`src/logic/rtc_serial_pkg.sv`:
```
// Shared constants and types for the three-wire serial port of the clock.
// Assumes a single 20 MHz system clock; nothing here is clocked.
package rtc_serial_pkg;

    // ------------------------------------------------------------------
    // Command byte layout
    // ------------------------------------------------------------------
    localparam int         BYTE_W       = 8;
    localparam int         BIT_CNT_W    = 3;
    localparam int         IDX_W        = 4;
    localparam int         CMD_DIR_BIT  = 7;
    localparam int         SA_HI        = 6;
    localparam int         SA_LO        = 4;
    localparam int         IDX_HI       = 3;
    localparam logic [2:0] SA_VALID     = 3'h1;
    localparam logic [2:0] BIT_LAST     = 3'h7;
    localparam logic [3:0] IDX_RESET    = 4'h0;
    localparam logic [7:0] BYTE_RESET   = 8'h00;

    // ------------------------------------------------------------------
    // Timing
    // ------------------------------------------------------------------
    localparam longint     CLK_HZ       = 64'd20_000_000;
    localparam longint     WD_TIME_MS   = 64'd1000;
    localparam longint     WD_CYCLES    = (WD_TIME_MS * CLK_HZ) / 64'd1000;
    localparam int         WD_CNT_W     = 26;
    localparam int         SYNC_W       = 3;

    // ------------------------------------------------------------------
    // Types
    // ------------------------------------------------------------------
    typedef enum logic [2:0] {
        LINK_IDLE   = 3'b000,
        LINK_CMD    = 3'b001,
        LINK_WRITE  = 3'b010,
        LINK_READ   = 3'b011,
        LINK_IGNORE = 3'b100,
        LINK_ABORT  = 3'b101
    } link_state_t;

    typedef struct packed {
        logic chip_enable;
        logic serial_clock;
        logic serial_data_in;
    } link_pins_t;

    typedef struct packed {
        logic       wr;
        logic       rd;
        logic [3:0] index;
        logic [7:0] data;
    } reg_access_t;

endpackage : rtc_serial_pkg

```
`src/logic/pin_sync.sv`:
```
// Two-stage synchroniser for the link pins.
// Assumes pins are asynchronous to ref_clk; only stage two is visible.
`timescale 1ns/1ns
module pin_sync (
    // Clock and reset
    input  wire logic                          ref_clk,
    input  wire logic                          rst_b,
    input  wire logic                          clk_en,
    // Pins in, synchronised copy out
    input  wire rtc_serial_pkg::link_pins_t    pins,
    output rtc_serial_pkg::link_pins_t         pins_sync
);

    rtc_serial_pkg::link_pins_t stage1_q;

    // Stage one feeds stage two and nothing else
    always_ff @(posedge ref_clk or negedge rst_b) begin
        if (!rst_b) begin
            stage1_q  <= '0;
            pins_sync <= '0;
        end else if (clk_en) begin
            stage1_q  <= pins;
            pins_sync <= stage1_q;
        end
    end

endmodule : pin_sync

```
`src/logic/access_watchdog.sv`:
```
// Interface watchdog: counts system clocks while an access is running.
// Assumes run drops when the access ends; expire pulses every WD_CYCLES clocks while run stays high.
`timescale 1ns/1ns
module access_watchdog #(
    parameter longint WD_CYCLES = rtc_serial_pkg::WD_CYCLES
) (
    // Clock and reset
    input  wire logic ref_clk,
    input  wire logic rst_b,
    input  wire logic clk_en,
    // Control and event
    input  wire logic run,
    output logic      expire
);

    localparam logic [rtc_serial_pkg::WD_CNT_W-1:0] LIMIT =
        rtc_serial_pkg::WD_CNT_W'(WD_CYCLES - 64'd1);

    logic [rtc_serial_pkg::WD_CNT_W-1:0] count_q;

    // Count up while running; restart whenever run is low
    always_ff @(posedge ref_clk or negedge rst_b) begin
        if (!rst_b) begin
            count_q <= '0;
            expire  <= 1'b0;
        end else if (clk_en) begin
            expire  <= run && (count_q == LIMIT);
            if (!run || count_q == LIMIT) begin
                count_q <= '0;
            end else begin
                count_q <= count_q + 1'b1;
            end
        end
    end

endmodule : access_watchdog

```
`src/logic/rtc_serial_port.sv`:
```
// Three-wire serial slave port of the clock/calendar: command decode,
// register access stream, output shifter, freeze and watchdog abort.
// Assumes a register file on ref_clk that returns read data for
// reg_access.index combinationally, and link pins asynchronous to ref_clk.
`timescale 1ns/1ns

// Summary of operation
// - Whole bytes, most significant bit first
// - Chip enable low resets the interface
// - Data in sampled on rising clock
// - Data out changes on falling clock
// - Data out released when not reading
// - First framed byte is command byte
// - Sampled bit shifted in on falling clock
// - Command bit 7: zero write, one read
// - Subaddress must be 001, else ignore
// - Command low nibble is start index
// - Index increments per byte, wraps
// - Timekeeping frozen during an access
// - Stale access aborted, counting resumes
// - After abort, wait for enable low
// - Abort between one and two seconds
// - Abort loses one second, uncompensated
module rtc_serial_port #(
    parameter longint WD_CYCLES = rtc_serial_pkg::WD_CYCLES
) (
    // Clock, reset, enable
    input  wire logic                         ref_clk,
    input  wire logic                         rst_b,
    input  wire logic                         clk_en,
    // Link pins
    input  wire logic                         chip_enable,
    input  wire logic                         serial_clock,
    input  wire logic                         serial_data_in,
    output logic                              serial_data_out,
    output logic                              serial_data_out_oe,
    // Register file side
    output rtc_serial_pkg::reg_access_t       reg_access,
    input  wire logic [7:0]                   reg_rd_data,
    // Timekeeping side
    output logic                              time_freeze,
    output logic                              access_aborted
);

    // ------------------------------------------------------------------
    // Helpers
    // ------------------------------------------------------------------

    // Index step with natural wrap from Fh to 0h
    function automatic logic [3:0] next_index(input logic [3:0] idx);
        next_index = idx + 4'h1;
    endfunction : next_index

    // Byte as it stands after the last bit, MSB arrived first
    function automatic logic [7:0] full_byte(input logic [7:0] sh, input logic b);
        full_byte = {sh[6:0], b};
    endfunction : full_byte

    // ------------------------------------------------------------------
    // Reset release and pin synchronisation
    // ------------------------------------------------------------------
    logic                          rst_meta_q;
    logic                          rst_sync_q;
    rtc_serial_pkg::link_pins_t    pins;
    rtc_serial_pkg::link_pins_t    pins_s;

    // Reset asserts at once, releases after two edges
    always_ff @(posedge ref_clk or negedge rst_b) begin
        if (!rst_b) begin
            rst_meta_q <= 1'b0;
            rst_sync_q <= 1'b0;
        end else begin
            rst_meta_q <= 1'b1;
            rst_sync_q <= rst_meta_q;
        end
    end

    assign pins = '{chip_enable:    chip_enable,
                    serial_clock:   serial_clock,
                    serial_data_in: serial_data_in};

    pin_sync u_pin_sync (
        .ref_clk   (ref_clk),
        .rst_b     (rst_sync_q),
        .clk_en    (clk_en),
        .pins      (pins),
        .pins_sync (pins_s)
    );

    // ------------------------------------------------------------------
    // Link clock edges
    // ------------------------------------------------------------------
    logic sclk_prev_q;
    logic rise_ev;
    logic fall_ev;
    logic cs_s;

    assign cs_s    = pins_s.chip_enable;
    assign rise_ev = cs_s && pins_s.serial_clock && !sclk_prev_q;
    assign fall_ev = cs_s && !pins_s.serial_clock && sclk_prev_q;

    // Previous sampled clock level for edge finding
    always_ff @(posedge ref_clk or negedge rst_sync_q) begin
        if (!rst_sync_q) begin
            sclk_prev_q <= 1'b0;
        end else if (clk_en) begin
            sclk_prev_q <= pins_s.serial_clock;
        end
    end

    // ------------------------------------------------------------------
    // Bit capture and byte assembly
    // ------------------------------------------------------------------
    logic [2:0] bit_cnt_q;
    logic       sample_q;
    logic [7:0] shift_q;
    logic       byte_done;
    logic       last_rise;
    logic [7:0] rx_byte;

    assign byte_done = fall_ev && (bit_cnt_q == rtc_serial_pkg::BIT_LAST);
    assign last_rise = rise_ev && (bit_cnt_q == rtc_serial_pkg::BIT_LAST);
    assign rx_byte   = full_byte(shift_q, sample_q);

    // Sample on rise, move inward on the following fall
    always_ff @(posedge ref_clk or negedge rst_sync_q) begin
        if (!rst_sync_q) begin
            bit_cnt_q <= '0;
            sample_q  <= 1'b0;
            shift_q   <= rtc_serial_pkg::BYTE_RESET;
        end else if (clk_en) begin
            if (!cs_s) begin
                bit_cnt_q <= '0;
                shift_q   <= rtc_serial_pkg::BYTE_RESET;
            end else begin
                if (rise_ev) begin
                    sample_q <= pins_s.serial_data_in;
                end
                if (fall_ev) begin
                    shift_q   <= rx_byte;
                    bit_cnt_q <= bit_cnt_q + 3'h1;
                end
            end
        end
    end

    // ------------------------------------------------------------------
    // Transfer state
    // ------------------------------------------------------------------
    rtc_serial_pkg::link_state_t state_q;
    logic                        wd_expire;
    logic                        cmd_ok;

    assign cmd_ok = rx_byte[rtc_serial_pkg::SA_HI:rtc_serial_pkg::SA_LO]
                    == rtc_serial_pkg::SA_VALID;

    // Framing by chip enable; the first byte is always the command
    always_ff @(posedge ref_clk or negedge rst_sync_q) begin
        if (!rst_sync_q) begin
            state_q <= rtc_serial_pkg::LINK_IDLE;
        end else if (clk_en) begin
            if (!cs_s) begin
                state_q <= rtc_serial_pkg::LINK_IDLE;
            end else begin
                unique case (state_q)
                    rtc_serial_pkg::LINK_IDLE: begin
                        state_q <= rtc_serial_pkg::LINK_CMD;
                    end
                    rtc_serial_pkg::LINK_CMD: begin
                        if (byte_done) begin
                            if (!cmd_ok) begin
                                state_q <= rtc_serial_pkg::LINK_IGNORE;
                            end else if (rx_byte[rtc_serial_pkg::CMD_DIR_BIT]) begin
                                state_q <= rtc_serial_pkg::LINK_READ;
                            end else begin
                                state_q <= rtc_serial_pkg::LINK_WRITE;
                            end
                        end
                    end
                    rtc_serial_pkg::LINK_WRITE,
                    rtc_serial_pkg::LINK_READ: begin
                        if (wd_expire) begin
                            state_q <= rtc_serial_pkg::LINK_ABORT;
                        end
                    end
                    rtc_serial_pkg::LINK_IGNORE,
                    rtc_serial_pkg::LINK_ABORT: begin
                        state_q <= state_q;
                    end
                    default: begin
                        state_q <= rtc_serial_pkg::LINK_IDLE;
                    end
                endcase
            end
        end
    end

    // ------------------------------------------------------------------
    // Watchdog and freeze
    // ------------------------------------------------------------------
    logic access_active;

    assign access_active = (state_q == rtc_serial_pkg::LINK_WRITE) ||
                           (state_q == rtc_serial_pkg::LINK_READ);

    // Runs from the valid command onward; restarts each access
    access_watchdog #(
        .WD_CYCLES (WD_CYCLES)
    ) u_watchdog (
        .ref_clk (ref_clk),
        .rst_b   (rst_sync_q),
        .clk_en  (clk_en),
        .run     (access_active),
        .expire  (wd_expire)
    );

    // Freeze follows the access; the second spent here is simply lost
    always_ff @(posedge ref_clk or negedge rst_sync_q) begin
        if (!rst_sync_q) begin
            time_freeze    <= 1'b0;
            access_aborted <= 1'b0;
        end else if (clk_en) begin
            time_freeze    <= access_active && !wd_expire && cs_s;
            access_aborted <= cs_s && (wd_expire ||
                              state_q == rtc_serial_pkg::LINK_ABORT);
        end
    end

    // ------------------------------------------------------------------
    // Register index and access strobes
    // ------------------------------------------------------------------
    logic in_write;
    logic in_read;
    logic read_load;

    assign in_write  = (state_q == rtc_serial_pkg::LINK_WRITE) && !wd_expire;
    assign in_read   = (state_q == rtc_serial_pkg::LINK_READ) && !wd_expire;
    // Read data is fetched on the fall that ends a valid read command or a read byte
    assign read_load = byte_done && ((state_q == rtc_serial_pkg::LINK_READ) ||
                       (state_q == rtc_serial_pkg::LINK_CMD && cmd_ok &&
                        rx_byte[rtc_serial_pkg::CMD_DIR_BIT]));

    // Index is staged at the last rise so read data is ready by the fall
    always_ff @(posedge ref_clk or negedge rst_sync_q) begin
        if (!rst_sync_q) begin
            reg_access <= '{wr: 1'b0, rd: 1'b0,
                            index: rtc_serial_pkg::IDX_RESET,
                            data: rtc_serial_pkg::BYTE_RESET};
        end else if (clk_en) begin
            reg_access.wr <= 1'b0;
            reg_access.rd <= 1'b0;
            if (last_rise && state_q == rtc_serial_pkg::LINK_CMD) begin
                reg_access.index <= {shift_q[2:0], pins_s.serial_data_in};
            end else if (last_rise && in_read) begin
                reg_access.index <= next_index(reg_access.index);
            end
            if (byte_done && in_write) begin
                reg_access.wr   <= 1'b1;
                reg_access.data <= rx_byte;
            end
            if (read_load && (in_read || state_q == rtc_serial_pkg::LINK_CMD)) begin
                reg_access.rd <= 1'b1;
            end
            if (reg_access.wr) begin
                reg_access.index <= next_index(reg_access.index);
            end
        end
    end

    // ------------------------------------------------------------------
    // Serial output
    // ------------------------------------------------------------------
    logic [7:0] tx_q;

    // Output moves only on falls; released outside a read
    always_ff @(posedge ref_clk or negedge rst_sync_q) begin
        if (!rst_sync_q) begin
            tx_q               <= rtc_serial_pkg::BYTE_RESET;
            serial_data_out    <= 1'b0;
            serial_data_out_oe <= 1'b0;
        end else if (clk_en) begin
            if (!cs_s || wd_expire || !(in_read || read_load)) begin
                serial_data_out_oe <= 1'b0;
            end else if (read_load) begin
                tx_q               <= {reg_rd_data[6:0], 1'b0};
                serial_data_out    <= reg_rd_data[7];
                serial_data_out_oe <= 1'b1;
            end else if (fall_ev) begin
                tx_q            <= {tx_q[6:0], 1'b0};
                serial_data_out <= tx_q[7];
            end
        end
    end
endmodule : rtc_serial_port

```
`config.mk`:
```
export PLATFORM = sky130hd
export DESIGN_NAME = rtc_serial_port
export DESIGN_NICKNAME = d
export VERILOG_FILES = /design/src/logic/rtc_serial_pkg.sv /design/src/logic/pin_sync.sv /design/src/logic/access_watchdog.sv /design/src/logic/rtc_serial_port.sv
export SDC_FILE = /design/constraint.sdc
export NUM_CORES = 1
export LEC_CHECK = 0
export ABC_AREA = 1
export BUFFER_PORTS_ARGS = -buffer_cell sky130_fd_sc_hd__buf_2
export CORE_ASPECT_RATIO = 1.2
export CORE_MARGIN = 2
export CORE_UTILIZATION = 40
export CTS_CLUSTER_DIAMETER = 80
export DETAILED_ROUTE_END_ITERATION = 8
export PLACE_DENSITY = 0.57
export REMOVE_ABC_BUFFERS = 1
export SETUP_SLACK_MARGIN = 0.4
export SLEW_MARGIN = 20
export SYNTH_ARGS = -nofsm -noshare
export SYNTH_HDL_FRONTEND = slang
export SYNTH_SLANG_ARGS = --single-unit
```
`constraint.sdc`:
```
create_clock -name ref_clk -period 2.3 [get_ports ref_clk]
set_input_delay 0.46 -clock ref_clk [delete_from_list [all_inputs] [get_ports ref_clk]]
set_output_delay 0.46 -clock ref_clk [all_outputs]
set_load 0.01 [all_outputs]
```
======== Word-level counts from Yosys, hierarchy flattened ========
Cells that the tools add are included.
word-level totals
  flip-flop bits (word level) ............. 76
  bits of input ports ..................... 14
  output and inout port bits .............. 18
  logic and storage cells ................. 108
cells by class
  add/subtract/negate cells ............... 3
  equal/unequal tests ..................... 12
  muxes and demuxes ....................... 22
  bitwise gates (word level) .............. 1
  reduce and logical (&&, ||, !) cells .... 46
operators by type and width
  operator                                                count
  adder 26 x 1 -> 26 bit (second input constant)          1
  equality test 26 x 25 -> 1 bit (second input constant)  1
  two-way mux 26 bit                                      1
  logical AND 1 bit                                       19
  two-way mux 3 bit                                       6
  two-way mux 8 bit                                       2
  two-way mux 7 bit                                       2
  two-way mux 4 bit                                       3
  case mux 3 bit (4 select lines)                         1
  equality test 3 bit (second input constant)             3
  logical OR 1 bit                                        8
  AND reduction 2 bit                                     4
  two-way mux 1 bit                                       7
  equality test 3 x 1 -> 1 bit (second input constant)    2
  equality test 3 x 2 -> 1 bit (second input constant)    2
  zero test 1 bit                                         6
  AND reduction 3 bit                                     2
  adder 4 x 1 -> 4 bit (second input constant)            1
  inequality test 2 bit (second input constant)           2
  AND reduction 4 bit                                     1
  nonzero test 2 bit                                      2
  OR reduction 2 bit                                      2
  adder 3 x 1 -> 3 bit (second input constant)            1
  zero test 3 bit                                         1
  4 further kinds                                         4

======== Longest topological paths before layout ========
  word-level depth ........................ 10
  mapped depth ............................ 11
  depth with buffers taken out ............ 11

======== By module ========
Synthesis repeated with hierarchy kept, for this count alone.
second synthesis, totals
  cell total of the unflattened synthesis .. 509
  area total of the unflattened synthesis .. 3958.8 um2
modules (own cells, without submodules)
  module           times used  cells each  area each (um2)  sequential area each (um2)
  rtc_serial_port  1           237         2048.2           1051.0
  access_watchdog  1           247         1689.1           675.6
  pin_sync         1           25          221.5            150.1

======== Worst setup path after synthesis ========
No wires, ideal clock.
  path kind ............................... flip-flop to flip-flop
  start ................................... register bit_cnt_q[0]
  end ..................................... register serial_data_out
  library setup time ...................... 0.116 ns
  data arrival time ....................... 1.394 ns
  required time ........................... 2.184 ns
  path slack .............................. 0.790 ns
  cell stages (with the launch flop) ...... 11
  buffers on the path ..................... 1
  period minus slack after synthesis ...... 1.510 ns
  cells stage by stage .................... dfrtp_1 > ha_1 > ha_1 > nand2_2 > nor3_4 > buf_2 > nand2_2 > nand2_1 > nand2_1 > nand2_1 > nand2_1
between the ends
  longest elaborated chain between the ends .. 8
  elaborated cells on any way between the ends .. 10
  classes of those cells .................. 1 x eq/ne; 1 x mux; 1 x bitwise; 7 x reduce/logical
ends and longest elaborated chain
  what                                  line                    text
  from (decl)                           rtc_serial_port.sv:114  logic [2:0] bit_cnt_q;
  from (signal assigned)                rtc_serial_port.sv:141  bit_cnt_q <= bit_cnt_q + 3'h1;
  equality test 3 bit *                 rtc_serial_port.sv:121  assign byte_done = fall_ev && (bit_cnt_q == rtc_serial_pkg::BIT_LAST);
  logical AND 1 bit *                   rtc_serial_port.sv:121
  logical AND 1 bit *                   rtc_serial_port.sv:239  assign read_load = byte_done && ((state_q == rtc_serial_pkg::LINK_READ) ||
  logical OR 1 bit                      rtc_serial_port.sv:282  if (!cs_s || wd_expire || !(in_read || read_load)) begin
  zero test 1 bit                       rtc_serial_port.sv:282
  logical OR 1 bit                      rtc_serial_port.sv:282
  NOT 1 bit (no source line)            --
  AND reduction 3 bit (no source line)  --
  to (signal assigned)                  rtc_serial_port.sv:286  serial_data_out <= reg_rd_data[7];
  to (signal assigned)                  rtc_serial_port.sv:290  serial_data_out <= tx_q[7];
  to (decl)                             rtc_serial_port.sv:35   output logic serial_data_out,
Mark *: on every way between the ends. The rest lies on a longest branch, timed or not.
A chain may end at the register's enable or synchronous reset.

======== Worst setup path in the final report ========
  start ................................... register bit_cnt_q[1]
  end ..................................... register tx_q[6]
between the ends
  longest elaborated chain between the ends .. 8
  elaborated cells on any way between the ends .. 10
  classes of those cells .................. 1 x eq/ne; 1 x mux; 1 x bitwise; 7 x reduce/logical
ends and longest elaborated chain
  what                                  line                    text
  equality test 3 bit *                 rtc_serial_port.sv:121
  logical AND 1 bit *                   rtc_serial_port.sv:121
  logical AND 1 bit *                   rtc_serial_port.sv:239
  logical OR 1 bit                      rtc_serial_port.sv:282
  zero test 1 bit                       rtc_serial_port.sv:282
  logical OR 1 bit                      rtc_serial_port.sv:282
  NOT 1 bit (no source line)            --
  AND reduction 3 bit (no source line)  --
  to (signal assigned)                  rtc_serial_port.sv:278  tx_q <= rtc_serial_pkg::BYTE_RESET;
  to (signal assigned)                  rtc_serial_port.sv:285  tx_q <= {reg_rd_data[6:0], 1'b0};
  to (signal assigned)                  rtc_serial_port.sv:289  tx_q <= {tx_q[6:0], 1'b0};
  to (decl)                             rtc_serial_port.sv:273  logic [7:0] tx_q;
Marked as above.

==> flow_summary.yaml <==
sta:
  fin_crit_sh: 0.7663
  drv_slew: 0
  tns_ns: 0
  max_freq_ghz: 0.5674
  hold_violations: 0
  final.setup.worst_slack_ns: 0.5375
  worst_clock_skew_ns: 0.004747
  period_minus_slack_ns: 1.763
  rsz0062_at_grt: "yes"
  setup_viol_count_final: 0
layout:
  diodes: 0
  nets: 551
  final_common_cell: "nand2_1"
  fillers: 946
  area_delta_synth_final_pct: 17.60
  mostFrequentLayoutCells: "nand2_1 (156), dfrtp_1 (74), nor2_1 (67), inv_1 (46)"
  drive_gt1_frac: 0.1617
clock_network:
  cts_root_buf: "clkbuf_16"
  cts_made_buffers: 9
  h-tree-depth: 3
  cts_buffer_depth: 2
  clock_latency_ns: 0.33
  clkSinkCount: 75
  path_clk_slew_ns: 0.06
  cts_tree: "done"
synth:
  syn_inst: 493
  synthMuxAreaShare: 0
  yosys.area.top_type: "dfrtp_1"
  synth_top_family_by_area: "simple AND/OR/NAND/NOR gates"
  synth_fa_ha_area_frac: 0.01303
  ys_ff_latch: 75
  netlist_top_cells_area: "dfrtp_1 (49%), nand2_1 (15%), nor2_1 (6.5%)"
  synth-simple-area-share: 0.3258
  synth_top_area_share: 0.4888
  synth_compound_area_frac: 0.08016
  ys_warn_count: 0
  synth_xor_area_frac: 0.02737
  yosysSeqAreaShare: 0.4888
  synth_cell_type_count: 39
  synthFlopType: "dfrtp_1"
  async_flop_share: 1.000
  synth.avg_cell_area_um2: 7.789
  netlist_area_um2: 3840
  synth_edf_count: 0
placed_design:
  place_ws_ns: 0.5669
  gp_congestion: 0.8313
  port_buffers: 31
  hpwl_mm: 5.888
status:
  status: "completed"
global_route:
  gr-total-overflow: 0
  grt_pass1_wl_mm: 14.56
  grt_antenna_before_repair: 0
  grtUsageTotal: 0.1760
  grt_max_degree: 74
  grt_pass1_vias: 3179
route:
  met1Wirelength_mm: 3.777
  drt-vias-per-instance: 4.855
  avgRoutedWirePerCell_um: 12.60
  drt_first_iter_violations: 119
  wl_met2_mm: 4.178
  antenna_left: 0
  top_layer: "met4"
  drc: 0
  drt_wl_total_mm: 8.330
  dr_wl_met3_um: 220
  num_vias: 3209
  first_pass_iters: 4
floorplan:
  die-area_um2: 10400
  pin_count: 32
  fp.dieW_um: 93.44
  core_area_um2: 9418
  fp.dieH_um: 111.3
  rows: 39
  initial_utilization: 0.4077
worst_setup_path:
  critPathBufInv: 1
  critPathSlowestCell: "dfrtp_1"
  critPathMaxFanout: 7
  setup.worst_path.class: "reg -> reg"
  cp-start-kind: "flip-flop"
  worstPathRequired_ns: 2.57
  endpoint_kind: "flip-flop"
  crit_family: "simple AND/OR/NAND/NOR gates"
  cp_cell_sequence: "ha_1, ha_2, nand2_2, nor3_4, inv_1, o21bai_4, nand2_2, nor2_4, nand2_1, nand2_1"
  cpPeakStageDelay_ns: 0.36
  critical_path_arrival_ns: 2.03
min_path:
  worstHoldPathType: "reg -> async"
pwr:
  p_per_area_nw_per_um2: 701.9
  irDropWorstVdd_mv: 0.3292
  p_leak_nw: 2.196
flow_run:
  cap_violations: 0
-- cell type report --
class                           count  area (µm²)  area share
Sequential cell                    75        1878      0.4159
Tap cell                          123       153.9     0.03408
Inverter                           52       195.2     0.04323
Clock buffer                       11       252.7     0.05597
Clock inverter                      5       75.07     0.01663
Timing Repair Buffer               38       222.7     0.04932
Multi-Input combinational cell    357        1738      0.3849
-- metrics by stage --
stage                     cells  hold slack [ns]  power, mW    util  instance area [µm²]
final                       661           0.2730      3.169  0.4795                 4516
after global routing        661           0.3349      3.283  0.4795                 4516
after CTS                   660           0.3168      3.187  0.4766                 4488
after detailed placement    643           0.2512      1.639  0.4407                 4150
after global placement      643           0.2448      1.632  0.4407                 4150
after floorplan             484           0.1644      1.555       -                 3790
-- final timing paths --
| check | startpoint | to | slack, ns | depth (start not counted) |
|---|---|---|---|---|
| worst max-delay path | bit_cnt_q[1] | tx_q[6] | 0.54 | 10 |
| worst min-delay path | rst_sync_q | reg_access[9] | 0.27 | 1 |
| worst max register to register | bit_cnt_q[1] | tx_q[6] | 0.54 | 10 |
| worst min register to register | rst_sync_q | reg_access[9] | 0.27 | 1 |
| max in group asynchronous | rst_sync_q | state_q[1] | 1.70 | 1 |
| min in group ref_clk | serial_clock | u_pin_sync.stage1_q[1] | 0.33 | 3 |
-- registers in the layout (all words and copies together) (netlist names), 3 cells and up --
signal and cells:
u_watchdog.count_q 26, u_pin_sync.stage1_q 3, reg_access 14, tx_q 7, u_pin_sync.pins_sync 3, bit_cnt_q 3
shift_q 7, state_q 3
-- synth_stat cells, drive strengths merged, types with 3 or more instances --
library cell and n:
inv 51, buf 6, clkbuf 3, ha 4
nand4 7, o22ai 7, nor3 8, nand3 34
a21oi 3, nand2 166, a22o 3, nor2 72
o21bai 3, dfrtp 75, xnor2 3, o21ai 32
xor2 9
-- metal layers --
layer / global-route usage / vias up
met5: 0 / -
met4: 0.07843 / 0
met3: 0.02233 / 12
met2: 0.3036 / 49
met1: 0.2184 / 1503
li1: - / 1645
-- logic make-up (layout without fill, tap and decap cells) --
family	Yosys count	in the layout
AND/OR/NAND/NOR	289	289
flip-flops	75	75
buffers and inverters	61	106
AO/OA/AOI/OAI	51	51
XOR/XNOR	12	12
adder cells (fa/ha/maj)	4	4
other	1	1
-- where the power goes --
group          total, mW  switching (mW)  internal [mW]
clock network       1.54           0.539           1.00
logic              0.223           0.144         0.0787
registers           1.40          0.0406           1.36
-- worst register-to-register path, delay by kind of cell (launching register included) --
kind	cells	cell delay [ns]
AO/OA/AOI/OAI	1	0.18
adder cells (fa/ha/maj)	2	0.36
buffers and inverters	1	0.11
flip-flops	1	0.36
AND/OR/NAND/NOR	6	0.69
-- timing repair --
item / CTS / global route
endpoints found under the setup margin: 0 / 7
resized for setup: 0 / 4
endpoints found under the hold margin: 2 / 0
hold buffers: 1 / 0
setup buffers: 0 / 1
Power figures use the tool's default switching activity.
